<file path="src/rtl/bmd_pkg.sv">
// Purpose: shared constants and types for the board memory map decoder
// Assumes: 25 MHz system clock, 20-bit processor address
// Notes:   figures are named once here and used by name in the rtl, bar ADDR_W and ROM_WAIT_MAX; the checker and bench repeat them as literals
package bmd_pkg;
  // clock and derived rates
  localparam int unsigned CLK_SYS_HZ     = 25000000;  // system clock rate
  localparam int unsigned TMR_FAST_HZ    = 1229000;   // timer 0/2, serial
  localparam int unsigned TMR_SLOW_HZ    = 153600;    // timer 1
  localparam int unsigned CPU_FAST_HZ    = 8000000;   // default cpu rate
  localparam int unsigned CPU_SLOW_HZ    = 5000000;   // jumpered cpu rate
  // divider terms, computed as rounded quotients of the system rate
  localparam int unsigned DIV_TMR_FAST =
    (CLK_SYS_HZ + TMR_FAST_HZ / 2) / TMR_FAST_HZ;
  localparam int unsigned DIV_TMR_SLOW =
    (CLK_SYS_HZ + TMR_SLOW_HZ / 2) / TMR_SLOW_HZ;
  localparam int unsigned DIV_CPU_FAST =
    (CLK_SYS_HZ + CPU_FAST_HZ / 2) / CPU_FAST_HZ;
  localparam int unsigned DIV_CPU_SLOW =
    (CLK_SYS_HZ + CPU_SLOW_HZ / 2) / CPU_SLOW_HZ;
  localparam int unsigned DIV_W        = 8;         // divider count width
  // bus cycle timing
  localparam int unsigned SINGLE_CYCLE_NS = 125;    // one processor state
  localparam int unsigned BUS_CYCLE_NS    = 500;    // least bus cycle
  localparam logic [2:0]  BUS_STATES      = 3'(BUS_CYCLE_NS / SINGLE_CYCLE_NS);
  localparam logic [1:0]  ROM_WAIT_MAX    = 2'h3;   // most rom wait states
  // address map
  localparam int unsigned ADDR_W        = 20;
  localparam logic [19:0] RAM_TOP_BASE  = 20'h01fff; // base ram last byte
  localparam logic [19:0] RAM_TOP_EXP   = 20'h03fff; // expanded ram last
  localparam logic [19:0] ROM_TOP       = 20'hfffff; // rom window end
  localparam logic [19:0] ROM_BASE_2K   = 20'hfe000;
  localparam logic [19:0] ROM_BASE_4K   = 20'hfc000;
  localparam logic [19:0] ROM_BASE_8K   = 20'hf8000;
  localparam logic [19:0] ROM_BASE_16K  = 20'hf0000;
  localparam logic [19:0] ROM_BASE_EXP16 = 20'he0000; // 16k with expansion
  // interrupt controller request lines
  localparam int unsigned IRQ_W          = 8;
  localparam int unsigned IRQ_TIMER_LINE = 2;  // interval timer request
  // rom device size jumper
  typedef enum logic [1:0] {
    BMD_ROM_2K, BMD_ROM_4K, BMD_ROM_8K, BMD_ROM_16K
  } bmd_rom_size_t;
  // board jumpers and fitted options
  typedef struct packed {
    bmd_rom_size_t rom_size;     // installed rom device size
    logic          ram_exp;      // ram expansion fitted
    logic          rom_exp;      // rom expansion fitted
    logic [1:0]    rom_wait;     // rom wait states 0..3
    logic          cpu_slow;     // run cpu at the slower rate
    logic          sbx_8bit;     // expansion module is byte wide
  } bmd_jumper_t;
  // decoded memory selects
  typedef struct packed {
    logic ram_sel;
    logic rom_sel;
    logic bus_sel;               // off-board system bus cycle
    logic lo_byte;               // low byte lane enabled
    logic hi_byte;               // high byte lane enabled
  } bmd_sel_t;
endpackage : bmd_pkg

</file>
<file path="src/rtl/bmd_decode.sv">
// Purpose: on-board memory map decode, bus cycle timing and clock routing
// Assumes: processor address strobe marks the first state of a cycle
// Notes:   jumpers are read as plain synchronous levels
//
// How it works
// (RL1) base ram answers 0 through 1fff
// (RL2) ram expansion widens ram to 3fff
// (RL3) rom window base set by device size jumper
// (RL4) rom expansion doubles window, down to e0000
// (RL5) timer counter output drives request line two
// (RL6) all interrupts via controller except non-maskable
// (RL7) byte and word memory accesses supported
// (RL8) bus cycle lasts at least four states
// (RL9) rom cycles add zero to three waits
// (RL10) twenty bit address, unmapped goes off-board
// (RL11) io address driven eight or sixteen wide
// (RL12) bus interrupts non-vectored, level or edge
// (RL13) sixteen bit board works with byte module
// (RL14) timer and serial clocks at fixed rates
// (RL15) serial bit clock from a timer output
// (RL16) cpu rate 8 MHz, or 5 MHz jumpered
// (RL17) unmatched address selects no on-board memory
`timescale 1ns/1ps
module bmd_decode (
  // clock and reset
  input  wire logic                  clk_sys_in,
  input  wire logic                  rstn_in,
  // board jumpers
  input  wire bmd_pkg::bmd_jumper_t  jumper_in,
  // processor local bus
  input  wire logic [19:0]           cpu_addr_in,
  input  wire logic                  cpu_ale_in,     // cycle start strobe
  input  wire logic                  cpu_mem_in,     // memory, not io
  input  wire logic                  cpu_bhen_in,    // high byte, low true
  input  wire logic                  cpu_io16_in,    // wide io address
  output logic                       cpu_ready_out,  // cycle may end
  output logic                       cpu_clk_en_out, // processor state tick
  // decoded selects
  output bmd_pkg::bmd_sel_t          sel_out,
  output logic [15:0]                io_addr_out,
  // expansion module
  output logic                       sbx_hi_lane_out, // use high data lane
  // interrupt routing
  input  wire logic [bmd_pkg::IRQ_W-1:0] bus_irq_n_in, // system bus requests
  input  wire logic                  edge_mode_in,   // edge sensed requests
  input  wire logic [2:0]            timer_out_in,   // counter outputs
  input  wire logic                  nmi_src_in,
  output logic [bmd_pkg::IRQ_W-1:0]  pic_ir_out,     // controller requests
  output logic                       nmi_out,        // straight to cpu
  // timer and serial clocks
  output logic [2:0]                 timer_clk_en_out,
  output logic                       serial_clk_en_out,
  output logic                       serial_baud_out
);
  // ---- window decode, used for both ram and rom tests ----
  function automatic logic in_window(input logic [19:0] a,
                                     input logic [19:0] lo,
                                     input logic [19:0] hi);
    in_window = (a >= lo) && (a <= hi);
  endfunction : in_window

  // ram last address from expansion jumper
  wire [19:0] ram_top = jumper_in.ram_exp ? bmd_pkg::RAM_TOP_EXP  // RL2
                                          : bmd_pkg::RAM_TOP_BASE; // RL1
  // rom base by device size; expansion steps one size down the table
  logic [19:0] rom_base_plain;
  logic [19:0] rom_base_exp;
  always_comb begin
    case (jumper_in.rom_size) // RL3
      bmd_pkg::BMD_ROM_2K:  rom_base_plain = bmd_pkg::ROM_BASE_2K;
      bmd_pkg::BMD_ROM_4K:  rom_base_plain = bmd_pkg::ROM_BASE_4K;
      bmd_pkg::BMD_ROM_8K:  rom_base_plain = bmd_pkg::ROM_BASE_8K;
      bmd_pkg::BMD_ROM_16K: rom_base_plain = bmd_pkg::ROM_BASE_16K;
      default:              rom_base_plain = bmd_pkg::ROM_BASE_2K;
    endcase
  end
  always_comb begin
    case (jumper_in.rom_size) // RL4
      bmd_pkg::BMD_ROM_2K:  rom_base_exp = bmd_pkg::ROM_BASE_4K;
      bmd_pkg::BMD_ROM_4K:  rom_base_exp = bmd_pkg::ROM_BASE_8K;
      bmd_pkg::BMD_ROM_8K:  rom_base_exp = bmd_pkg::ROM_BASE_16K;
      bmd_pkg::BMD_ROM_16K: rom_base_exp = bmd_pkg::ROM_BASE_EXP16;
      default:              rom_base_exp = bmd_pkg::ROM_BASE_4K;
    endcase
  end
  wire [19:0] rom_base = jumper_in.rom_exp ? rom_base_exp : rom_base_plain;

  // combinational hits on the live address
  wire hit_ram = cpu_mem_in &&
                 in_window(cpu_addr_in, 20'h00000, ram_top);
  wire hit_rom = cpu_mem_in &&
                 in_window(cpu_addr_in, rom_base, bmd_pkg::ROM_TOP);
  // anything else goes to the system bus, never both
  wire hit_bus = cpu_mem_in && !hit_ram && !hit_rom; // RL17 RL10
  // byte lanes: a0 low selects low byte, bhe low selects high byte
  wire lane_lo = !cpu_addr_in[0];  // RL7
  wire lane_hi = !cpu_bhen_in;     // RL7

  // ---- processor state rate ----
  logic cpu_tick;
  wire [bmd_pkg::DIV_W-1:0] cpu_ratio = jumper_in.cpu_slow
    ? bmd_pkg::DIV_W'(bmd_pkg::DIV_CPU_SLOW)   // RL16
    : bmd_pkg::DIV_W'(bmd_pkg::DIV_CPU_FAST);  // RL16
  bmd_clk_div u_cpu_div (
    .clk_sys_in (clk_sys_in),
    .rstn_in    (rstn_in),
    .ratio_in   (cpu_ratio),
    .tick_out   (cpu_tick)
  );
  assign cpu_clk_en_out = cpu_tick;

  // ---- bus cycle sequencer, counted in processor states ----
  typedef enum logic [1:0] { BMD_IDLE, BMD_RUN, BMD_WAIT } bmd_state_t;
  bmd_state_t  state;
  bmd_state_t  next_state;
  logic [2:0]  states_left;   // base states still to run
  logic [2:0]  next_states_left;
  logic [1:0]  waits_left;    // rom wait states still to run
  logic [1:0]  next_waits_left;
  bmd_pkg::bmd_sel_t next_sel;
  wire         start = cpu_ale_in && cpu_tick;

  // next state and counters
  always_comb begin
    next_state       = state;
    next_states_left = states_left;
    next_waits_left  = waits_left;
    case (state)
      BMD_IDLE: begin
        if (start) begin
          next_state       = BMD_RUN;
          next_states_left = bmd_pkg::BUS_STATES - 3'h1; // RL8
          // rom cycles take the jumpered wait count
          next_waits_left  = hit_rom ? jumper_in.rom_wait : 2'h0; // RL9
        end
      end
      BMD_RUN: begin
        if (cpu_tick) begin
          if (states_left > 3'h1) begin
            next_states_left = states_left - 3'h1;
          end else if (waits_left != 2'h0) begin
            next_state = BMD_WAIT; // RL9
          end else begin
            next_state = BMD_IDLE; // RL8
          end
        end
      end
      BMD_WAIT: begin
        if (cpu_tick) begin
          if (waits_left > 2'h1) begin
            next_waits_left = waits_left - 2'h1;
          end else begin
            next_waits_left = 2'h0;
            next_state      = BMD_IDLE;
          end
        end
      end
      default: next_state = BMD_IDLE;
    endcase
  end

  // selects are latched at the start of a cycle and held to its end
  always_comb begin
    next_sel = sel_out;
    if (state == BMD_IDLE) begin
      if (start) begin
        next_sel = '{ram_sel: hit_ram, rom_sel: hit_rom, bus_sel: hit_bus,
                     lo_byte: lane_lo, hi_byte: lane_hi};
      end else begin
        next_sel = '0;
      end
    end
  end

  // sequencer registers
  always_ff @(posedge clk_sys_in or negedge rstn_in) begin
    if (!rstn_in) begin
      state       <= BMD_IDLE;
      states_left <= 3'h0;
      waits_left  <= 2'h0;
      sel_out     <= '0;
    end else begin
      state       <= next_state;
      states_left <= next_states_left;
      waits_left  <= next_waits_left;
      sel_out     <= next_sel;
    end
  end

  // ready holds low until the last base state, or until the last wait state of a rom cycle with waits
  assign cpu_ready_out = (state == BMD_IDLE) ||
                         (state == BMD_RUN && states_left <= 3'h1 &&
                          waits_left == 2'h0) ||
                         (state == BMD_WAIT && waits_left <= 2'h1);

  // ---- io address, latched on the strobe ----
  always_ff @(posedge clk_sys_in or negedge rstn_in) begin
    if (!rstn_in) begin
      io_addr_out <= 16'h0000;
    end else if (start && !cpu_mem_in && state == BMD_IDLE) begin
      // short io addresses carry zero in the upper byte
      io_addr_out <= cpu_io16_in ? cpu_addr_in[15:0] // RL11
                                 : {8'h00, cpu_addr_in[7:0]}; // RL11
    end
  end

  // byte-wide module: odd bytes steered down onto the low lane
  always_ff @(posedge clk_sys_in or negedge rstn_in) begin
    if (!rstn_in) begin
      sbx_hi_lane_out <= 1'b0;
    end else begin
      sbx_hi_lane_out <= !jumper_in.sbx_8bit && !cpu_bhen_in; // RL13
    end
  end

  // ---- interrupt routing ----
  // edge mode turns each bus request into a one-cycle pulse; level
  // mode passes it through. bus requests carry no vector. // RL12
  logic [bmd_pkg::IRQ_W-1:0] irq_prev;
  wire  [bmd_pkg::IRQ_W-1:0] irq_lvl  = ~bus_irq_n_in;
  wire  [bmd_pkg::IRQ_W-1:0] irq_rise = irq_lvl & ~irq_prev;
  wire  [bmd_pkg::IRQ_W-1:0] irq_bus  = edge_mode_in ? irq_rise
                                                     : irq_lvl; // RL12
  wire  [bmd_pkg::IRQ_W-1:0] irq_tmr  =
    bmd_pkg::IRQ_W'(timer_out_in[0]) << bmd_pkg::IRQ_TIMER_LINE; // RL5
  always_ff @(posedge clk_sys_in or negedge rstn_in) begin
    if (!rstn_in) begin
      irq_prev   <= '0;
      pic_ir_out <= '0;
      nmi_out    <= 1'b0;
    end else begin
      irq_prev   <= irq_lvl;
      pic_ir_out <= irq_bus | irq_tmr; // RL6
      nmi_out    <= nmi_src_in;        // RL6
    end
  end

  // ---- timer and serial clock enables ----
  logic tick_fast;
  logic tick_slow;
  bmd_clk_div u_fast_div (
    .clk_sys_in (clk_sys_in),
    .rstn_in    (rstn_in),
    .ratio_in   (bmd_pkg::DIV_W'(bmd_pkg::DIV_TMR_FAST)),
    .tick_out   (tick_fast)
  );
  bmd_clk_div u_slow_div (
    .clk_sys_in (clk_sys_in),
    .rstn_in    (rstn_in),
    .ratio_in   (bmd_pkg::DIV_W'(bmd_pkg::DIV_TMR_SLOW)),
    .tick_out   (tick_slow)
  );
  assign timer_clk_en_out  = {tick_fast, tick_slow, tick_fast}; // RL14
  assign serial_clk_en_out = tick_fast;                          // RL14
  // baud clock follows timer counter two output
  always_ff @(posedge clk_sys_in or negedge rstn_in) begin
    if (!rstn_in) begin
      serial_baud_out <= 1'b0;
    end else begin
      serial_baud_out <= timer_out_in[2]; // RL15
    end
  end
endmodule : bmd_decode

</file>
<file path="src/rtl/bmd_clk_div.sv">
// Purpose: one-cycle enable pulse every ratio clocks
// Assumes: ratio of at least one, held steady apart from jumper changes
// Notes:   used for the timer, serial and cpu rate enables
`timescale 1ns/1ps
module bmd_clk_div (
  // clock and reset
  input  wire logic                      clk_sys_in,
  input  wire logic                      rstn_in,
  // ratio and pulse
  input  wire logic [bmd_pkg::DIV_W-1:0] ratio_in,
  output logic                           tick_out
);
  logic [bmd_pkg::DIV_W-1:0] count;       // clocks since last pulse
  wire                       wrap = (count >= ratio_in - 8'h01);
  // counter wraps at ratio, pulse on the wrap cycle
  always_ff @(posedge clk_sys_in or negedge rstn_in) begin
    if (!rstn_in) begin
      count <= '0;
    end else if (wrap) begin
      count <= '0;
    end else begin
      count <= count + 8'h01;
    end
  end
  assign tick_out = wrap;
endmodule : bmd_clk_div

</file>
<file path="config.mk">
export PLATFORM = sky130hd
export DESIGN_NAME = bmd_decode
export DESIGN_NICKNAME = d
export VERILOG_FILES = /design/src/rtl/bmd_pkg.sv /design/src/rtl/bmd_decode.sv /design/src/rtl/bmd_clk_div.sv
export SDC_FILE = /design/constraint.sdc
export NUM_CORES = 1
export LEC_CHECK = 0
export ABC_AREA = 1
export BUFFER_PORTS_ARGS = -buffer_cell sky130_fd_sc_hd__buf_2
export CAP_MARGIN = 10
export CORE_UTILIZATION = 35
export DETAILED_ROUTE_END_ITERATION = 12
export HOLD_SLACK_MARGIN = 0.06
export PLACE_DENSITY = 0.64
export SYNTH_ARGS = -nofsm -noshare
export SYNTH_HDL_FRONTEND = slang
export SYNTH_SLANG_ARGS = --single-unit
</file>
<file path="constraint.sdc">
create_clock -name clk_sys_in -period 1.7 [get_ports clk_sys_in]
set_input_delay 0.17 -clock clk_sys_in [delete_from_list [all_inputs] [get_ports clk_sys_in]]
set_output_delay 0.17 -clock clk_sys_in [all_outputs]
set_load 0.01 [all_outputs]
</file>
==> results.rst <==
.. list-table::
   :header-rows: 1

   * - Metric
     - Value
   * - Total number of vias
     - 2742
   * - Maximum fanout along the worst path
     - 4
   * - Post-Synth Adder-Cell Area
     - between 4 and 5%
   * - Half-perimeter wire length of the detailed placement result
     - between 4 and 5 mm
   * - Worst-case reg-to-reg path depth
     - 12
   * - Die W
     - 98.7 um
   * - Maximum buffer depth of the clock tree
     - 2
   * - Final standard cell count with taps included and fillers excluded
     - 605
   * - Fin. max-slew vios
     - 0
   * - Pre-antenna DRT Iters
     - 4
   * - Destination of the worst register-to-register timing path
     - states_left[2]
   * - Place WS
     - 0.0443 ns
   * - PortBufs
     - 83
   * - Via count of the first global-routing pass
     - 2576
   * - Sum of overflow across all layers after global routing
     - 0
   * - Final setup margin
     - 0.0312 ns
   * - Syn_area_per_cell
     - 9.15 um2
   * - Sequential fraction of the synthesis area
     - between 50% and 60%
   * - Critical Path End
     - timer_clk_en_out[1]
   * - Area of the die
     - 0.00975 mm2
   * - Number of enable flip-flop cells after synthesis
     - 0
   * - Dominant combinational cell family by area after synthesis
     - simple AND/OR/NAND/NOR gates
   * - Xor/xnor cell area share of the yosys netlist
     - between 1.5 and 2%
   * - Maximum frequency from static timing analysis
     - 599 MHz
   * - Filler cells
     - about 830
   * - LEAKAGE
     - 2.32 nW
   * - Main flop type after synthesis
     - sky130_fd_sc_hd__dfrtp_1
   * - Arrival time of the worst setup path
     - roughly 1.5 ns
   * - Number of instances in the placed design
     - 551
   * - Startpoint of the worst hold path
     - cpu_addr_in[9]
   * - Clk pin slew, worst setup/hold paths
     - approximately 0.09 ns
   * - Power per cell area
     - 1120 mW/mm2
   * - Worst slew pin tran
     - 0.510 ns
   * - Portion of netlist area occupied by mux cells
     - 0%
   * - Number of hold-slack violations in the final timing report
     - 0
   * - Total routing usage reported by global routing
     - 15.3%
   * - Yosys cell types
     - 32
   * - Crit path required time
     - approximately 1.5 ns
   * - Final ANT Viol Nets
     - 0
   * - Depth of the CTS H-tree
     - 3
   * - Number of antenna violations at the first check in global routing
     - 0
   * - Post-synthesis instance total
     - roughly 360
   * - Yosys synthesis warning count
     - 0
   * - Worst clock skew
     - 0.00885 ns
   * - Count of standard-cell rows
     - 34
   * - Core area
     - 0.00889 mm2
   * - Buffer cell driving the clock tree root
     - sky130_fd_sc_hd__clkbuf_8
   * - Synthesized-area fraction occupied by and/or/nand/nor cells
     - 24.9%
   * - Final period demand of the worst path
     - 1.67 ns
   * - Share of post-route cells with drive strength above 1
     - 31.8%
   * - Launching instance or port of the critical path
     - u_slow_div.count[1]
   * - Normalized max-slew margin
     - 66.0%
   * - Number of synthesized register bits
     - about 70
   * - CP Launch Type
     - flop
   * - TritonCTS clock tree
     - yes
   * - Largest net degree at the start of global routing
     - 72
   * - Max-cap violation count
     - 0
   * - Syn Std Cell Area
     - approximately 0.0033 mm2
   * - Worst Hold Class
     - in -> reg
   * - Setup CP Type
     - reg -> out
   * - DRC Markers
     - 0
   * - Clock sink count
     - 71
   * - Count of nets after finishing
     - 552
   * - Latest clock arrival within the worst-skew pair
     - 0.35 ns
   * - FF-to-FF Start
     - u_cpu_div.count[1]
   * - Routed wirelength normalized by instance count
     - around 12 um
   * - Share of async-settable or async-resettable flops after synthesis
     - 100%
   * - Placer Congestion
     - 0.815
   * - Height of the chip
     - around 99 um
   * - Setup repair after global routing missed its margin
     - yes
   * - Area growth, synth to finish
     - 37.5%
   * - Worst vdd ir
     - around 0.55 mV
   * - Outcome
     - finished clean
   * - Synth Area in Compound Gates
     - under 10%
   * - Final wirelength
     - 7.21 mm
   * - N_diodes
     - 0
   * - Count of boundary I/O pins
     - 85
   * - Global-route wire length before repair
     - 11.6 mm
   * - Starting density of the core
     - a little under two fifths
   * - Setup violators final
     - 0
   * - Vias per Instance
     - 4.53
   * - Slack of the worst reg-to-reg path
     - 0.11 ns
   * - Critical path endpoint category
     - output pin
   * - Total CTS buffers
     - 9
   * - Final period utilization
     - 98.2%
   * - Iter 0 DRT Violations
     - 167
critical path: stages, from the launching register on:
cell and delay, ns:
sky130_fd_sc_hd__dfrtp_1 0.39, sky130_fd_sc_hd__buf_4 0.14, sky130_fd_sc_hd__nor2_1 0.13, sky130_fd_sc_hd__nand3_2 0.10
sky130_fd_sc_hd__a21oi_2 0.17, sky130_fd_sc_hd__nor2_2 0.07, sky130_fd_sc_hd__buf_2 0.14
state kept, by name, indices dropped and copies added, names as in the netlist:
| signal | flops |
|---|---|
| u_slow_div.count | 8 |
| nmi_out | 1 |
| sbx_hi_lane_out | 1 |
| serial_baud_out | 1 |
| irq_prev | 8 |
| waits_left | 2 |
| u_cpu_div.count | 8 |
| io_addr_out | 16 |
| sel_out | 5 |
| u_fast_div.count | 8 |
| pic_ir_out | 8 |
| state | 2 |
| states_left | 3 |
logic make-up (layout without fill, tap and decap cells):
logic type	Yosys count	count (layout)
and+or+nand+nor	170	170
other	1	7
adders and majority gates	13	13
AOI/OAI and AO/OA	48	48
xor gates and xnor gates	6	6
DFF	71	71
buffers and inverters	49	182
placed cells by master (no fill, tap or decap), types with 9 or more instances in the layout:
cell / Yosys / routed
sky130_fd_sc_hd__ha_1: 13 / 11
sky130_fd_sc_hd__nand3_1: 20 / 19
sky130_fd_sc_hd__nor2_1: 50 / 47
sky130_fd_sc_hd__o21ai_1: 24 / 21
sky130_fd_sc_hd__buf_4: 4 / 14
sky130_fd_sc_hd__inv_1: 35 / 34
sky130_fd_sc_hd__dfrtp_1: 71 / 71
sky130_fd_sc_hd__a21oi_1: 19 / 18
sky130_fd_sc_hd__clkbuf_8: 0 / 9
sky130_fd_sc_hd__nand2_1: 66 / 64
sky130_fd_sc_hd__buf_2: 1 / 80
sky130_fd_sc_hd__dlygate4sd3_1: 0 / 26
sky130_fd_sc_hd__nand2_2: 11 / 11
power by group:
part           switching, W  internal, W  total, W
clock network      0.000719     0.000559   0.00128
registers          0.000186      0.00201   0.00219
logic              0.000917     0.000659   0.00158
total               0.00182      0.00323   0.00505
synth_stat cells, drive strengths merged (2+ instances only):
| master | instances | share of area, % |
|---|---|---|
| nand3 | 22 | 3.7 |
| nor3b | 3 | 0.69 |
| buf | 8 | 2.0 |
| xor2 | 5 | 1.3 |
| clkbuf | 2 | 0.23 |
| or2 | 2 | 0.46 |
| inv | 39 | 4.5 |
| nor2 | 53 | 7.3 |
| nor3 | 9 | 1.4 |
| a21oi | 19 | 2.9 |
| ha | 13 | 5.0 |
| o21ai | 27 | 4.1 |
| nand2 | 80 | 11 |
| dfrtp | 71 | 54 |
timing repair:
item / 4_1_cts / 5_1_grt
pin swaps: 2 / 9
gates resized for setup: 7 / 19
buffers inserted: 4 / 9
hold buffers: 26 / 0
setup endpoints to repair: 6 / 24
hold endpoints to repair: 103 / 0
worst min-delay path by stage:
stage | to | cells past startpoint
4_1_cts | io_addr_out[9] | 3
6_report | io_addr_out[9] | 3
3_5_place_dp | u_slow_div.count[7] | 2
2_1_floorplan | io_addr_out[0] | 0
3_3_place_gp | u_slow_div.count[7] | 2
5_1_grt | io_addr_out[12] | 3
final cells by class:
| cell class | instances | area [um2] | area share, % |
|---|---|---|---|
| timing repair buffer | 127 | 871 | 19.3 |
| multi-input combinational | 244 | 1390 | 30.8 |
| clock inverter | 7 | 62.6 | 1.39 |
| inverter | 39 | 146 | 3.25 |
| sequential | 71 | 1780 | 39.5 |
| tap | 108 | 135 | 3.00 |
| clock buffer | 9 | 124 | 2.75 |
through the flow:
step	hold slack [ns]	total power, W	instance area, um2	util [%]	TNS, ns
after floorplan	-0.126	0.00308	3300	-	0
after global placement	0.225	0.00359	3830	43.1	0
after detailed placement	0.229	0.00363	3830	43.1	0
after CTS	0.0654	0.00498	4330	48.7	0
after global routing	0.0785	0.00540	4500	50.6	-0.255
final	0.0767	0.00505	4500	50.6	0
layer usage:
metal | wire length [um] | GRT usage, %
met2 | 3620 | 24.6
met5 | 0 | 0
met3 | 295 | 3.12
met1 | 3100 | 19.2
met4 | 194 | 8.84
Power figures use the tool's default switching activity.
